==> src/design/rtc_i2c_regs.svh <==
`ifndef RTC_I2C_REGS_SVH
`define RTC_I2C_REGS_SVH
// Fixed upper address group of this device type
`define DEV_GROUP 4'ha
// Bits per byte on the bus
`define BYTE_BITS 4'h8
// Clock period in ns
`define CLK_PERIOD_NS 40
// Tolerable spike width in ns
`define SPIKE_NS 100
// Filter cycles, spike width rounded up to whole cycles, plus one
`define SPIKE_CYC (((`SPIKE_NS + `CLK_PERIOD_NS - 1) / `CLK_PERIOD_NS) + 1)
// Reset value of the word address
`define WADDR_RST 8'h00
`endif

==> src/design/rtc_i2c_pkg.sv <==
package rtc_i2c_pkg;
  typedef enum logic [2:0] {
    ST_IDLE,
    ST_ADDR,
    ST_ACK,
    ST_RX,
    ST_TX,
    ST_MACK,
    ST_IGNORE
  } port_state_t;
  // Memory side request toward the RAM
  typedef struct packed {
    logic wr;
    logic rd;
    logic [7:0] addr;
    logic [7:0] wdata;
  } mem_req_t;
endpackage

==> src/design/clock_ram_serial_slave_port.sv <==
`timescale 1ns/100ps
`include "rtc_i2c_regs.svh"
module clock_ram_serial_slave_port (
  // Clock and reset
  input wire logic I_CLOCK,
  input wire logic I_RESET,
  // Supply monitor, high while below power_on_reset_threshold
  input wire logic I_POWER_ON_RESET,
  // Serial bus pins
  input wire logic I_SCL,
  input wire logic I_SDA,
  output logic O_SDA,
  output logic O_SDA_OE,
  // Memory side
  output rtc_i2c_pkg::mem_req_t O_MEM_REQ,
  input wire logic [7:0] I_MEM_RDATA,
  // Status
  output logic O_BUSY
);

  ////////////////////////////////////////////////////////////////////////
  logic port_rst;
  logic [2:0] scl_s_r;
  logic [2:0] sda_s_r;
  logic scl_f_r;
  logic sda_f_r;
  logic [3:0] scl_cnt_r;
  logic [3:0] sda_cnt_r;
  logic scl_d_r;
  logic sda_d_r;
  logic scl_rise;
  logic scl_fall;
  logic start_c;
  logic stop_c;
  rtc_i2c_pkg::port_state_t state_r;
  logic [3:0] bit_r;
  logic [7:0] shift_r;
  logic rw_r;
  logic first_seen_r;
  logic drive_low_r;
  logic [7:0] waddr_r;
  logic [7:0] tx_r;
  logic mack_r;

  assign port_rst = I_RESET | I_POWER_ON_RESET;

  ////////////////////////////////////////////////////////////////////////
  // Three-stage synchronisers; stage one only feeds stage two
  always_ff @(posedge I_CLOCK) begin
    if (port_rst) begin
      scl_s_r <= 3'h7;
      sda_s_r <= 3'h7;
    end else begin
      scl_s_r <= {scl_s_r[1:0], I_SCL};
      sda_s_r <= {sda_s_r[1:0], I_SDA};
    end
  end

  // Spike filter
  // A level must hold agreed for the spike window before it counts
  always_ff @(posedge I_CLOCK) begin
    if (port_rst) begin
      scl_f_r <= 1'b1;
      scl_cnt_r <= 4'h0;
    end else if (scl_s_r[1] != scl_s_r[2] || scl_s_r[2] == scl_f_r) begin
      scl_cnt_r <= 4'h0;
    end else if (scl_cnt_r == 4'(`SPIKE_CYC)) begin
      scl_f_r <= scl_s_r[2];
      scl_cnt_r <= 4'h0;
    end else begin
      scl_cnt_r <= scl_cnt_r + 4'h1;
    end
  end

  always_ff @(posedge I_CLOCK) begin
    if (port_rst) begin
      sda_f_r <= 1'b1;
      sda_cnt_r <= 4'h0;
    end else if (sda_s_r[1] != sda_s_r[2] || sda_s_r[2] == sda_f_r) begin
      sda_cnt_r <= 4'h0;
    end else if (sda_cnt_r == 4'(`SPIKE_CYC)) begin
      sda_f_r <= sda_s_r[2];
      sda_cnt_r <= 4'h0;
    end else begin
      sda_cnt_r <= sda_cnt_r + 4'h1;
    end
  end

  // Delayed filtered levels for edge detection
  always_ff @(posedge I_CLOCK) begin
    if (port_rst) begin
      scl_d_r <= 1'b1;
      sda_d_r <= 1'b1;
    end else begin
      scl_d_r <= scl_f_r;
      sda_d_r <= sda_f_r;
    end
  end

  assign scl_rise = scl_f_r & ~scl_d_r;
  assign scl_fall = ~scl_f_r & scl_d_r;
  assign start_c = scl_f_r & scl_d_r & sda_d_r & ~sda_f_r;
  // Data change with clock high is control
  assign stop_c = scl_f_r & scl_d_r & ~sda_d_r & sda_f_r;

  ////////////////////////////////////////////////////////////////////////
  // Bit sequencer; data sampled on clock rise, driven after clock fall
  always_ff @(posedge I_CLOCK) begin
    if (port_rst) begin
      state_r <= rtc_i2c_pkg::ST_IDLE;
      bit_r <= 4'h0;
      shift_r <= 8'h00;
      rw_r <= 1'b0;
      mack_r <= 1'b0;
    end else if (start_c) begin
      state_r <= rtc_i2c_pkg::ST_ADDR;
      bit_r <= 4'h0;
    end else if (stop_c) begin
      state_r <= rtc_i2c_pkg::ST_IDLE;
    end else begin
      case (state_r)
        rtc_i2c_pkg::ST_ADDR, rtc_i2c_pkg::ST_RX: begin
          if (scl_rise) begin
            shift_r <= {shift_r[6:0], sda_f_r};
            bit_r <= bit_r + 4'h1;
          end else if (scl_fall && bit_r == `BYTE_BITS) begin
            bit_r <= 4'h0;
            if (state_r == rtc_i2c_pkg::ST_ADDR) begin
              if (shift_r[7:4] == `DEV_GROUP) begin
                rw_r <= shift_r[0];
                state_r <= rtc_i2c_pkg::ST_ACK;
              end else begin
                state_r <= rtc_i2c_pkg::ST_IGNORE;
              end
            end else begin
              state_r <= rtc_i2c_pkg::ST_ACK;
            end
          end
        end
        rtc_i2c_pkg::ST_ACK: begin
          if (scl_fall) begin
            state_r <= rw_r ? rtc_i2c_pkg::ST_TX : rtc_i2c_pkg::ST_RX;
          end
        end
        rtc_i2c_pkg::ST_TX: begin
          if (scl_rise) begin
            bit_r <= bit_r + 4'h1;
          end else if (scl_fall && bit_r == `BYTE_BITS) begin
            bit_r <= 4'h0;
            state_r <= rtc_i2c_pkg::ST_MACK;
          end
        end
        rtc_i2c_pkg::ST_MACK: begin
          if (scl_rise) begin
            mack_r <= ~sda_f_r;
          end else if (scl_fall) begin
            state_r <= mack_r ? rtc_i2c_pkg::ST_TX : rtc_i2c_pkg::ST_IGNORE;
          end
        end
        default: begin
        end
      endcase
    end
  end

  ////////////////////////////////////////////////////////////////////////
  // Word address: first written byte loads it, later bytes advance it
  always_ff @(posedge I_CLOCK) begin
    if (port_rst) begin
      waddr_r <= `WADDR_RST;
    end else if (state_r == rtc_i2c_pkg::ST_RX && scl_fall &&
                 bit_r == `BYTE_BITS) begin
      if (!first_seen_r) begin
        waddr_r <= shift_r;
      end else begin
        waddr_r <= waddr_r + 8'h01;
      end
    end else if (state_r == rtc_i2c_pkg::ST_TX && scl_fall &&
                 bit_r == `BYTE_BITS) begin
      // Step early so the next read byte is ready by the ack slot end
      waddr_r <= waddr_r + 8'h01;
    end
  end

  // First-byte flag set once the word address is taken, cleared by a start
  always_ff @(posedge I_CLOCK) begin
    if (port_rst || start_c) begin
      first_seen_r <= 1'b0;
    end else if (state_r == rtc_i2c_pkg::ST_RX && scl_fall &&
                 bit_r == `BYTE_BITS) begin
      first_seen_r <= 1'b1;
    end
  end

  // Memory requests, one cycle pulses from flops
  always_ff @(posedge I_CLOCK) begin
    if (port_rst) begin
      O_MEM_REQ <= '0;
    end else begin
      O_MEM_REQ.wr <= state_r == rtc_i2c_pkg::ST_RX && scl_fall &&
                      bit_r == `BYTE_BITS && first_seen_r;
      O_MEM_REQ.rd <= scl_fall &&
                      ((state_r == rtc_i2c_pkg::ST_ACK && rw_r) ||
                       (state_r == rtc_i2c_pkg::ST_MACK && mack_r));
      O_MEM_REQ.addr <= waddr_r;
      O_MEM_REQ.wdata <= shift_r;
    end
  end

  // Transmit byte; loaded at start of each byte, shifted after each fall
  always_ff @(posedge I_CLOCK) begin
    if (port_rst) begin
      tx_r <= 8'h00;
    end else if ((state_r == rtc_i2c_pkg::ST_ACK ||
                  state_r == rtc_i2c_pkg::ST_MACK) && scl_fall) begin
      tx_r <= I_MEM_RDATA;
    end else if (state_r == rtc_i2c_pkg::ST_TX && scl_fall) begin
      tx_r <= {tx_r[6:0], 1'b1};
    end
  end

  ////////////////////////////////////////////////////////////////////////
  // Data line drive, changed after a clock fall, released by a start or stop
  always_ff @(posedge I_CLOCK) begin
    if (port_rst || start_c || stop_c) begin
      drive_low_r <= 1'b0;
    end else if (scl_fall) begin
      if (state_r == rtc_i2c_pkg::ST_ADDR || state_r == rtc_i2c_pkg::ST_RX)
      begin
        drive_low_r <= bit_r == `BYTE_BITS &&
                       (state_r == rtc_i2c_pkg::ST_RX ||
                        shift_r[7:4] == `DEV_GROUP);
      end else if (state_r == rtc_i2c_pkg::ST_ACK && rw_r) begin
        drive_low_r <= ~I_MEM_RDATA[7];
      end else if (state_r == rtc_i2c_pkg::ST_TX) begin
        drive_low_r <= bit_r != `BYTE_BITS && ~tx_r[6];
      end else if (state_r == rtc_i2c_pkg::ST_MACK) begin
        drive_low_r <= mack_r && ~I_MEM_RDATA[7];
      end else begin
        drive_low_r <= 1'b0;
      end
    end
  end

  // Open drain: only ever drives low
  assign O_SDA = 1'b0;
  assign O_SDA_OE = drive_low_r;
  assign O_BUSY = state_r != rtc_i2c_pkg::ST_IDLE;

endmodule

==> config.mk <==
export PLATFORM = sky130hd
export DESIGN_NAME = clock_ram_serial_slave_port
export DESIGN_NICKNAME = d
export VERILOG_FILES = /design/src/design/rtc_i2c_pkg.sv /design/src/design/clock_ram_serial_slave_port.sv
export VERILOG_INCLUDE_DIRS = /design/src /design/src/design
export SDC_FILE = /design/constraint.sdc
export NUM_CORES = 1
export LEC_CHECK = 0
export BUFFER_PORTS_ARGS = -buffer_cell sky130_fd_sc_hd__buf_2
export CAP_MARGIN = 20
export CORE_MARGIN = 1
export CORE_UTILIZATION = 55
export CTS_CLUSTER_SIZE = 12
export DETAILED_ROUTE_END_ITERATION = 10
export GPL_ROUTABILITY_DRIVEN = 1
export PLACE_DENSITY = 0.75
export SLEW_MARGIN = 15
export SYNTH_ARGS = -nofsm -noshare
export SYNTH_HDL_FRONTEND = slang
export SYNTH_SLANG_ARGS = --single-unit
==> constraint.sdc <==
create_clock -name I_CLOCK -period 1.8 [get_ports I_CLOCK]
set_input_delay 0.09 -clock I_CLOCK [delete_from_list [all_inputs] [get_ports I_CLOCK]]
set_output_delay 0.09 -clock I_CLOCK [all_outputs]
set_load 0.005 [all_outputs]
Yosys cells after proc, flatten, opt, wreduce, memory -nomap -nowiden
Index checks and enable logic that the tools add are counted.

$add $sub $neg: 4. Multipliers: 0. Div/mod/pow operators: 0. $lt $le $gt $ge: 0. Equal/unequal tests: 28. Shift operators: 0. Muxes and demuxes: 25. Bitwise operators: 19. Reduce and logical (&&, ||, !) cells: 41.

Operators by type and width (count): != test 4 bit, second input constant (8); two-way mux 3 bit (10); two-way mux 8 bit (3); AND reduction 8 bit (2); two-way mux 7 bit (2); != test 2 bit, second input constant (7); logical AND 1 bit (13); adder 4 x 1 -> 4 bit, second input constant (3); case mux 3 bit (4 select lines) (1); OR reduction 3 bit (4); NOT 1 bit (11); adder 8 x 1 -> 8 bit, second input constant (1); equality test 4 x 3 -> 1 bit, second input constant (2); equality test 4 bit, second input constant (2); logical OR 1 bit (8); two-way mux 4 bit (2); AND reduction 4 bit (2); bitwise AND 1 bit (7); AND reduction 7 bit (1); equality test 3 x 2 -> 1 bit, second input constant (2); equality test 3 bit, second input constant (2); two-way mux 1 bit (6); nonzero test 2 bit (3); nonzero test 6 bit (1); 10 further kinds (14).

Register bits: 70. Bits in latches: 0. Memory bits (writable): 0. ROM bits: 0. Input port bits: 13. Output and inout bits: 21. Memories: 0.

Longest topological paths before layout
Gate-level depths: netlist of the first run.

Depth after elaboration: 8. Mapped depth: 8. Mapped depth without buffers: 6.

Least setup slack after synthesis of the first run
OpenSTA, ideal clock, no wires.

Path kind: register -> register. Start point: register bit_r[0]. End point: register waddr_r[3]. Setup time: 0.128 ns. Arrival: 1.506 ns. Required time: 1.672 ns. Setup slack: 0.166 ns. Stages on the path, launching flop included: 9. Cell sequence: dfxtp_1 inv_1 ha_1 and3b_1 buf_2 nand3_1 buf_2 mux2i_1 o22ai_1.

Longest elaborated chain between the ends: 3. Elaborated cells between the ends (all ways): 5.

Ends and longest elaborated chain: start, declared (line clock_ram_serial_slave_port.sv:36) `logic [3:0] bit_r;`; start signal, assigned (line clock_ram_serial_slave_port.sv:125) `bit_r <= bit_r + 4'h1;`; start signal, assigned (line clock_ram_serial_slave_port.sv:147) `bit_r <= bit_r + 4'h1;`; equality test 4 bit (no source line) (*); logical AND 1 bit (no source line); two-way mux 8 bit / nonzero test 2 bit (equally long branches); end signal, assigned (line clock_ram_serial_slave_port.sv:170) `` waddr_r <= `WADDR_RST; ``; end signal, assigned (line clock_ram_serial_slave_port.sv:174) `waddr_r <= shift_r;`; end signal, assigned (line clock_ram_serial_slave_port.sv:176) `waddr_r <= waddr_r + 8'h01;`; end, declared (line clock_ram_serial_slave_port.sv:41) `logic [7:0] waddr_r;`.

Mark *: on every way between the ends. The rest lies on a longest branch, timed or not. A chain may end at the register's enable or synchronous reset.

Final worst setup path of the first run
Start point: register state_r[2]. End point: register waddr_r[3].

Longest elaborated chain between the ends: 4. Elaborated cells between the ends (all ways): 8.

Ends and longest elaborated chain: start, declared (line clock_ram_serial_slave_port.sv:35) `rtc_i2c_pkg::port_state_t state_r;`; start signal, assigned (line clock_ram_serial_slave_port.sv:110) `state_r <= rtc_i2c_pkg::ST_IDLE;`; start signal, assigned (line clock_ram_serial_slave_port.sv:116) `state_r <= rtc_i2c_pkg::ST_ADDR;`; start signal, assigned (line clock_ram_serial_slave_port.sv:119) `state_r <= rtc_i2c_pkg::ST_IDLE;`; equality test 3 x 2 -> 1 bit / equality test 3 bit (equally long branches) (line clock_ram_serial_slave_port.sv:171, clock_ram_serial_slave_port.sv:178); logical AND 1 bit (on tied branches) (line clock_ram_serial_slave_port.sv:171, clock_ram_serial_slave_port.sv:178); logical AND 1 bit (no source line); two-way mux 8 bit / nonzero test 2 bit (equally long branches).

Parallel ways exist; a longest one is shown, timed or not.

==> metrics.txt, run 1 <==
most common cell after layout, fill and taps aside dfxtp_1; leak pwr 0.00142 uW; syn nets 374; Setup WS pre-CTS -0.0488 ns; Synth top area share 0.447; Worst setup EP type flop; total power between 2000 and 3000 uW; fin. max-slew vios 0; r2r startpoint state_r[2]; Max Root-Sink Buffers 2; Compound-Gate Fraction of Synth Area 0.180; post-route setup TNS 0 ns; Buffers on Ports 32; critical path class reg -> reg; Synth Area in XOR/XNOR 0.0140; pin count of the biggest net entering global routing 23; worst hold start I_MEM_RDATA[0]; placer congestion estimate 0.842; DP Area 3440 sq um; worst slew pin tran a little under 0.6 ns; htree depth 3; Register-to-Register Setup Slack slightly above 0.05 ns; Fin Hold WS -0.000942 ns; Area Growth Syn to Fin 19.0%; dpl hpwl 4910 microns; fraction of synthesis flops using an asynchronous set or reset pin 0; clock sinks 70; # rows 27; failing checks negative hold slack; CTS tree built; most frequent cells in the layout dfxtp_1 (67), nand2_1 (37), buf_2 (32), a21oi_1 (26), nor2_1 (25); FF-to-FF End waddr_r[3]; root buffer cell clkbuf_8; Die X approximately 77 microns; wire length per cell about 15 microns; simple-gate share of the synthesized area 0.250; cell count after synthesis around 350; largest cells by area after synthesis dfxtp_1 (45%), nand2_1 (4.4%), a21oi_1 (4.3%), nor2_1 (3.0%), ha_1 (2.8%); drt initial violations 204; worst hold path type in -> reg; crit share post-route 0.972; post-layout min period roughly 1.7 ns; first-pass GRT wire length 11,700 microns; overall die height approximately 77 microns; initial antenna violation count 0; number of buffers created by CTS 9; Core Area between 5000 and 6000 sq um; Clk pin slew, worst setup/hold paths approximately 0.08 ns; die area around 6000 sq um; Slew headroom 0.602; Vias 2,763; gr ovfl total 0; DRT Pass-1 Iters 4; largest family of logic cells by synthesized area simple AND/OR/NAND/NOR gates; Synth Register Bits 70; Starting Density 0.569; Yosys warning count 0; Syn Area/Cell 8.85 sq um; clk_lat worst skew between 0.3 and 0.4 ns; post-synthesis sequential area ratio 0.447; crit path max fanout 16; Filler cells ~470; post-route antenna net violation count 0; Pwr per Cell Area 785 nW/um^2; Post-synth EDFFs 0; IO Count 34; mux contribution to synthesized area 0.0256; startpoint types flop; hold path depth 3; final setup fails 0; post-synthesis adder-cell area fraction 0.0280; Main synth FF type dfxtp_1; Total GRT Usage 0.252; fraction of layout cells with a size suffix above 1 0.204; Data arrival, critical path about 2 ns; Maximum Capacitance Violations 0; vias in the first global route roughly 2,500; Hold Path Sink tx_r[0]; fmax around 570 MHz; # nets final 427; post-route cell area about 3700 sq um; distinct cell type count after synthesis 62; status complete, but fails checks; fin util 0.677; final wirelength ~7000 microns; Mapped Area approximately 3100 sq um; Hold Violations, Final 1; Ant. Diodes 0; Remaining DRCs 0; CP required between 2 and 2.5 ns; R2R depth 4; leading area contributor after synthesis dfxtp_1; Via density between 5 and 6; Max VDD drop ~0.98 mV; Clock Skews ~0.01 ns; worst setup margin between 0.05 and 0.06 ns; unrepaired setup endpoints after global routing true
-- cell families (layout without fill, tap and decap cells) --
group           after synthesis  after routing
simple gates                143            143
compound gates               83             83
flops                        70             70
buf+inv                      37             95
mux                           8              8
fa+ha+maj                     7              7
xor+xnor                      5              5
other cells                   1              1
-- final cells by class --
class | count | area [sq um] | share of cell area
multi-input combinational | 247 | 1570 | 0.420
inverter | 19 | 71.3 | 0.0191
timing repair buffer | 60 | 388 | 0.104
sequential | 70 | 1410 | 0.377
clock inverter | 6 | 68.8 | 0.0185
clock buffer | 10 | 138 | 0.0369
tap | 72 | 90.1 | 0.0242
-- worst max-delay path, cell delays in order, from the launching register on --
cell	delay, ns
dfxtp_2	0.48
or3b_4	0.43
a2111oi_4	0.41
a32oi_1	0.17
o22ai_1	0.19
-- where the power goes --
group | internal (uW) | total (uW) | switching, uW
Sequential | 1550 | 1550 | 1.24
Combinational | 26.5 | 59.8 | 33.3
Clock | 684 | 1320 | 633
-- cell usage after synthesis, types with 2 or more instances --
library cell and instances:
or3_1 10, nand2_1 37, buf_6 2, xnor2_1 2, o22ai_1 8, nand4_1 3
dfxtp_1 70, buf_4 2, inv_1 19, o21a_1 2, nor3b_2 2, buf_2 5
nor3_1 6, o21ai_0 10, a32oi_1 3, nor2_1 25, nor2b_1 3, nand4b_1 3
a22oi_1 2, and2_1 13, nand3_1 14, nand4bb_1 2, o211ai_1 4, mux2i_1 8
a211oi_1 2, clkbuf_1 8, a21oi_2 2, nand2b_1 6, and2b_1 2, o221ai_1 6
ha_1 7, a21oi_1 27, xor2_1 3, o21ai_1 3, nand3b_1 6
-- metrics by stage --
step	instances	hold WS (ns)
4_1_cts	484	0.00350
2_1_floorplan	354	0.189
5_1_grt	484	0.0158
3_5_place_dp	461	0.274
3_3_place_gp	461	0.270
6_report	484	-0.000942
-- how the worst max path moves through the flow --
stage                     startpoint          to  slack [ns]
after floorplan             bit_r[0]  waddr_r[3]        0.17
after global placement    state_r[2]  waddr_r[5]        0.02
after detailed placement  state_r[2]  waddr_r[3]       -0.05
after CTS                 state_r[0]     tx_r[5]        0.04
after global routing      state_r[1]     tx_r[5]       -0.04
final                     state_r[2]  waddr_r[3]        0.05
-- routing by layer --
layer / global-route usage / wire length (microns) / up-vias
met3: 0.0565 / 294 / 12
li1: - / - / 1374
met5: 0 / 0 / -
met4: 0.108 / 129 / 0
met1: 0.324 / 3190 / 1311
met2: 0.406 / 3430 / 66
-- state kept, by name, summed over array words and instances (netlist names) --
signal	cells
sda_s_r	3
O_MEM_REQ	18
shift_r	8
scl_s_r	3
O_SDA_OE	1
mack_r	1
rw_r	1
bit_r	4
scl_f_r	1
waddr_r	8
tx_r	7
scl_d_r	1
sda_f_r	1
sda_cnt_r	4
sda_d_r	1
state_r	3
scl_cnt_r	4
first_seen_r	1
-- what timing repair did --
item	in CTS	in global routing
endpoints found under the hold margin	5	0
setup endpoints to repair	7	14
cloned	0	0
pin swaps	0	1
setup buffers	0	0
gates resized for setup	2	4
hold buffers	7	0
No activity file was read; power rests on OpenSTA's default activity.
==> inputs of run 2 (changes only) <==
--- a/config.mk
+++ b/config.mk
@@ -10,4 +10,3 @@
 export CAP_MARGIN = 20
-export CORE_MARGIN = 1
-export CORE_UTILIZATION = 55
+export CORE_UTILIZATION = 52
 export CTS_CLUSTER_SIZE = 12
==> constraint.sdc (replaced) <==
create_clock -name I_CLOCK -period 1.45 [get_ports I_CLOCK]
set_input_delay 0.29 -clock I_CLOCK [delete_from_list [all_inputs] [get_ports I_CLOCK]]
set_output_delay 0.29 -clock I_CLOCK [all_outputs]
set_load 0.005 [all_outputs]
==> run 2 against run 1 <==
The run ends with negative setup slack left. Fmax increased by 5.8%. Hold slack better by 0.12 ns. Combinational power grew 28%. Critical path depth grew 3. Global-route usage increased by 1.3 points. Largest power group unchanged.
==> metrics.txt, run 2 (synthesis gave the netlist of run 1 again) <==
status complete, but fails checks; failing checks negative setup slack; CP required 1.74 ns (-0.35 ns); post-route antenna net violation count 0 (unchanged); htree depth 3 (unchanged); worst hold start I_SDA; number of buffers created by CTS 9 (unchanged); fmax 605 MHz (+5.8%); Die X 79.6 microns (+2.8%); IO Count 34 (unchanged); Remaining DRCs 0 (unchanged); worst setup margin -0.202 ns (-0.254 ns); leading registers by flop count O_MEM_REQ x18, shift_r x8, waddr_r x8; Total GRT Usage 0.266 (+0.0134); Clk pin slew, worst setup/hold paths 0.07 ns (about the same); Buffers on Ports 32 (unchanged); FF+latch area 1420 sq um (+0.71%); final setup fails 27 (+27); dpl hpwl 5480 microns (+12%); crit share post-route 1.14 (+0.168); DRT Pass-1 Iters 4 (unchanged); Register-to-Register Setup Slack -0.20 ns (-0.25 ns); die area 6340 sq um (+5.6%); worst hold path type in -> reg; Max VDD drop 0.753 mV (-23%); multi-input logic area 1830 sq um (+17%); Via density 5.71 (about the same); Pwr per Cell Area 797 nW/um^2 (+1.5%); fin. max-slew vios 0 (unchanged); Area Growth Syn to Fin 38.1%; startpoint types flop; pin count of the biggest net entering global routing 23 (unchanged); final wirelength 8350 microns (+19%); FF-to-FF End bit_r[2]; # rows 27 (unchanged); most common cell after layout, fill and taps aside dfxtp_1; root buffer cell clkbuf_8; most frequent cells in the layout dfxtp_1 (65), buf_4 (54), nand2_1 (36), buf_2 (32); critical path class reg -> reg; overall die height 79.6 microns (+2.8%); hold path depth 2 (-1); placed insts 493 (+6.9%); Max Root-Sink Buffers 2 (unchanged); Vias 2,994 (+8.4%); Ant. Diodes 0 (unchanged); initial antenna violation count 0 (unchanged); Hold Path Sink sda_s_r[0]; r2r startpoint state_r[1]; Hold Violations, Final 0 (-1); post-layout min period 1.65 ns (-0.0965 ns); final std cells w/o fill 524 (+8.3%); gr ovfl total 0 (unchanged); # nets final 467 (+9.4%); fin util 0.767 (+0.0898); clk_lat worst skew 0.36 ns (about the same); most flop-heavy register O_MEM_REQ; crit path max fanout 10 (-6); first-pass GRT wire length 12,800 microns (+9.9%); Core Area 5640 sq um (+2.5%); drt initial violations 195 (-4.4%); leak pwr 0.00168 uW (+18%); max FFs per register 18 (unchanged); clock sinks 70 (unchanged); Starting Density 0.555 (-0.0136); unrepaired setup endpoints after global routing true; Maximum Capacitance Violations 0 (unchanged); placer congestion estimate 0.958 (+14%); CP startpoint state_r[1]; wire length per cell 15.9 microns (+9.5%); Data arrival, critical path 1.94 ns (-0.10 ns); vias in the first global route 2,807 (+14%); Worst setup EP type flop; fraction of layout cells with a size suffix above 1 0.387 (+0.183); Clock Skews 0.00833 ns (-0.00188 ns); total power 3450 uW (+18%); CTS tree built; R2R depth 7 (+3); Filler cells 378 (-20%)
[run 2: changes by cell type in the layout (fill, tap and decap cells not counted), moves of 4 or more]
cell | previous run | this run
nand3_2 | 0 | 4
buf_6 | 0 | 13
o221ai_1 | 6 | 0
o221ai_2 | 0 | 6
inv_1 | 19 | 15
dlygate4sd3_1 | 7 | 0
buf_4 | 21 | 54
a21oi_1 | 26 | 22
nand3_1 | 14 | 10
[run 2: worst max-delay path: stages, from the launching register on]
cell,delay [ns]
dfxtp_4,0.39
buf_4,0.15
nor3b_4,0.21
buf_4,0.15
buf_6,0.09
o21ai_4,0.07
or3_4,0.40
a21oi_2,0.11
[run 2: what timing repair did]
item | 4_1_cts | 5_1_grt
gates resized for setup | 40 | 35
buffers inserted | 6 | 9
pin swaps | 12 | 14
hold buffers | 0 | 0
setup endpoints to repair | 36 | 37
[run 2: final cells by class]
class / instances / share of cell area
multi-input cells: 247 / 0.423
clock inverters: 6 / 0.0107
repair buffers: 100 / 0.169
well taps: 72 / 0.0208
inverters: 19 / 0.0171
clock buffers: 10 / 0.0318
flip-flops and latches: 70 / 0.327
[run 2: stage by stage]
| step | setup slack (ns) | instance area (sq um) | hold WS [ns] | TNS, ns |
|---|---|---|---|---|
| after floorplan | -0.103 | 3180 | 0.384 | -0.459 |
| after global placement | -0.217 | 3720 | 0.389 | -3.61 |
| after detailed placement | -0.280 | 3720 | 0.414 | -5.28 |
| after CTS | -0.153 | 4110 | 0.122 | -1.93 |
| after global routing | -0.277 | 4330 | 0.125 | -5.38 |
| final | -0.202 | 4330 | 0.124 | -3.79 |
[run 2: worst max-delay path by stage]
stage,to,slack [ns],cells after the start
after floorplan,state_r[1],-0.10,6
after CTS,tx_r[2],-0.15,5
after detailed placement,tx_r[5],-0.28,4
after global placement,state_r[2],-0.22,4
final,bit_r[2],-0.20,7
after global routing,waddr_r[3],-0.28,5
[run 2: metal layers]
| metal | up-vias | track usage | part of all wire |
|---|---|---|---|
| met3 | 16 | 0.0480 | 0.043 |
| met1 | 1445 | 0.319 | 0.43 |
| met4 | 0 | 0.135 | 0.024 |
| met2 | 82 | 0.450 | 0.50 |
| met5 | - | 0 | 0 |
| li1 | 1451 | - | - |
[run 2: power by group]
group | leakage (uW) | switching (uW) | total (uW) | internal, uW
Sequential | 0.000568 | 1.80 | 1920 | 1920
Combinational | 0.00103 | 47.2 | 76.4 | 29.1
Clock | 0.0000889 | 777 | 1450 | 674
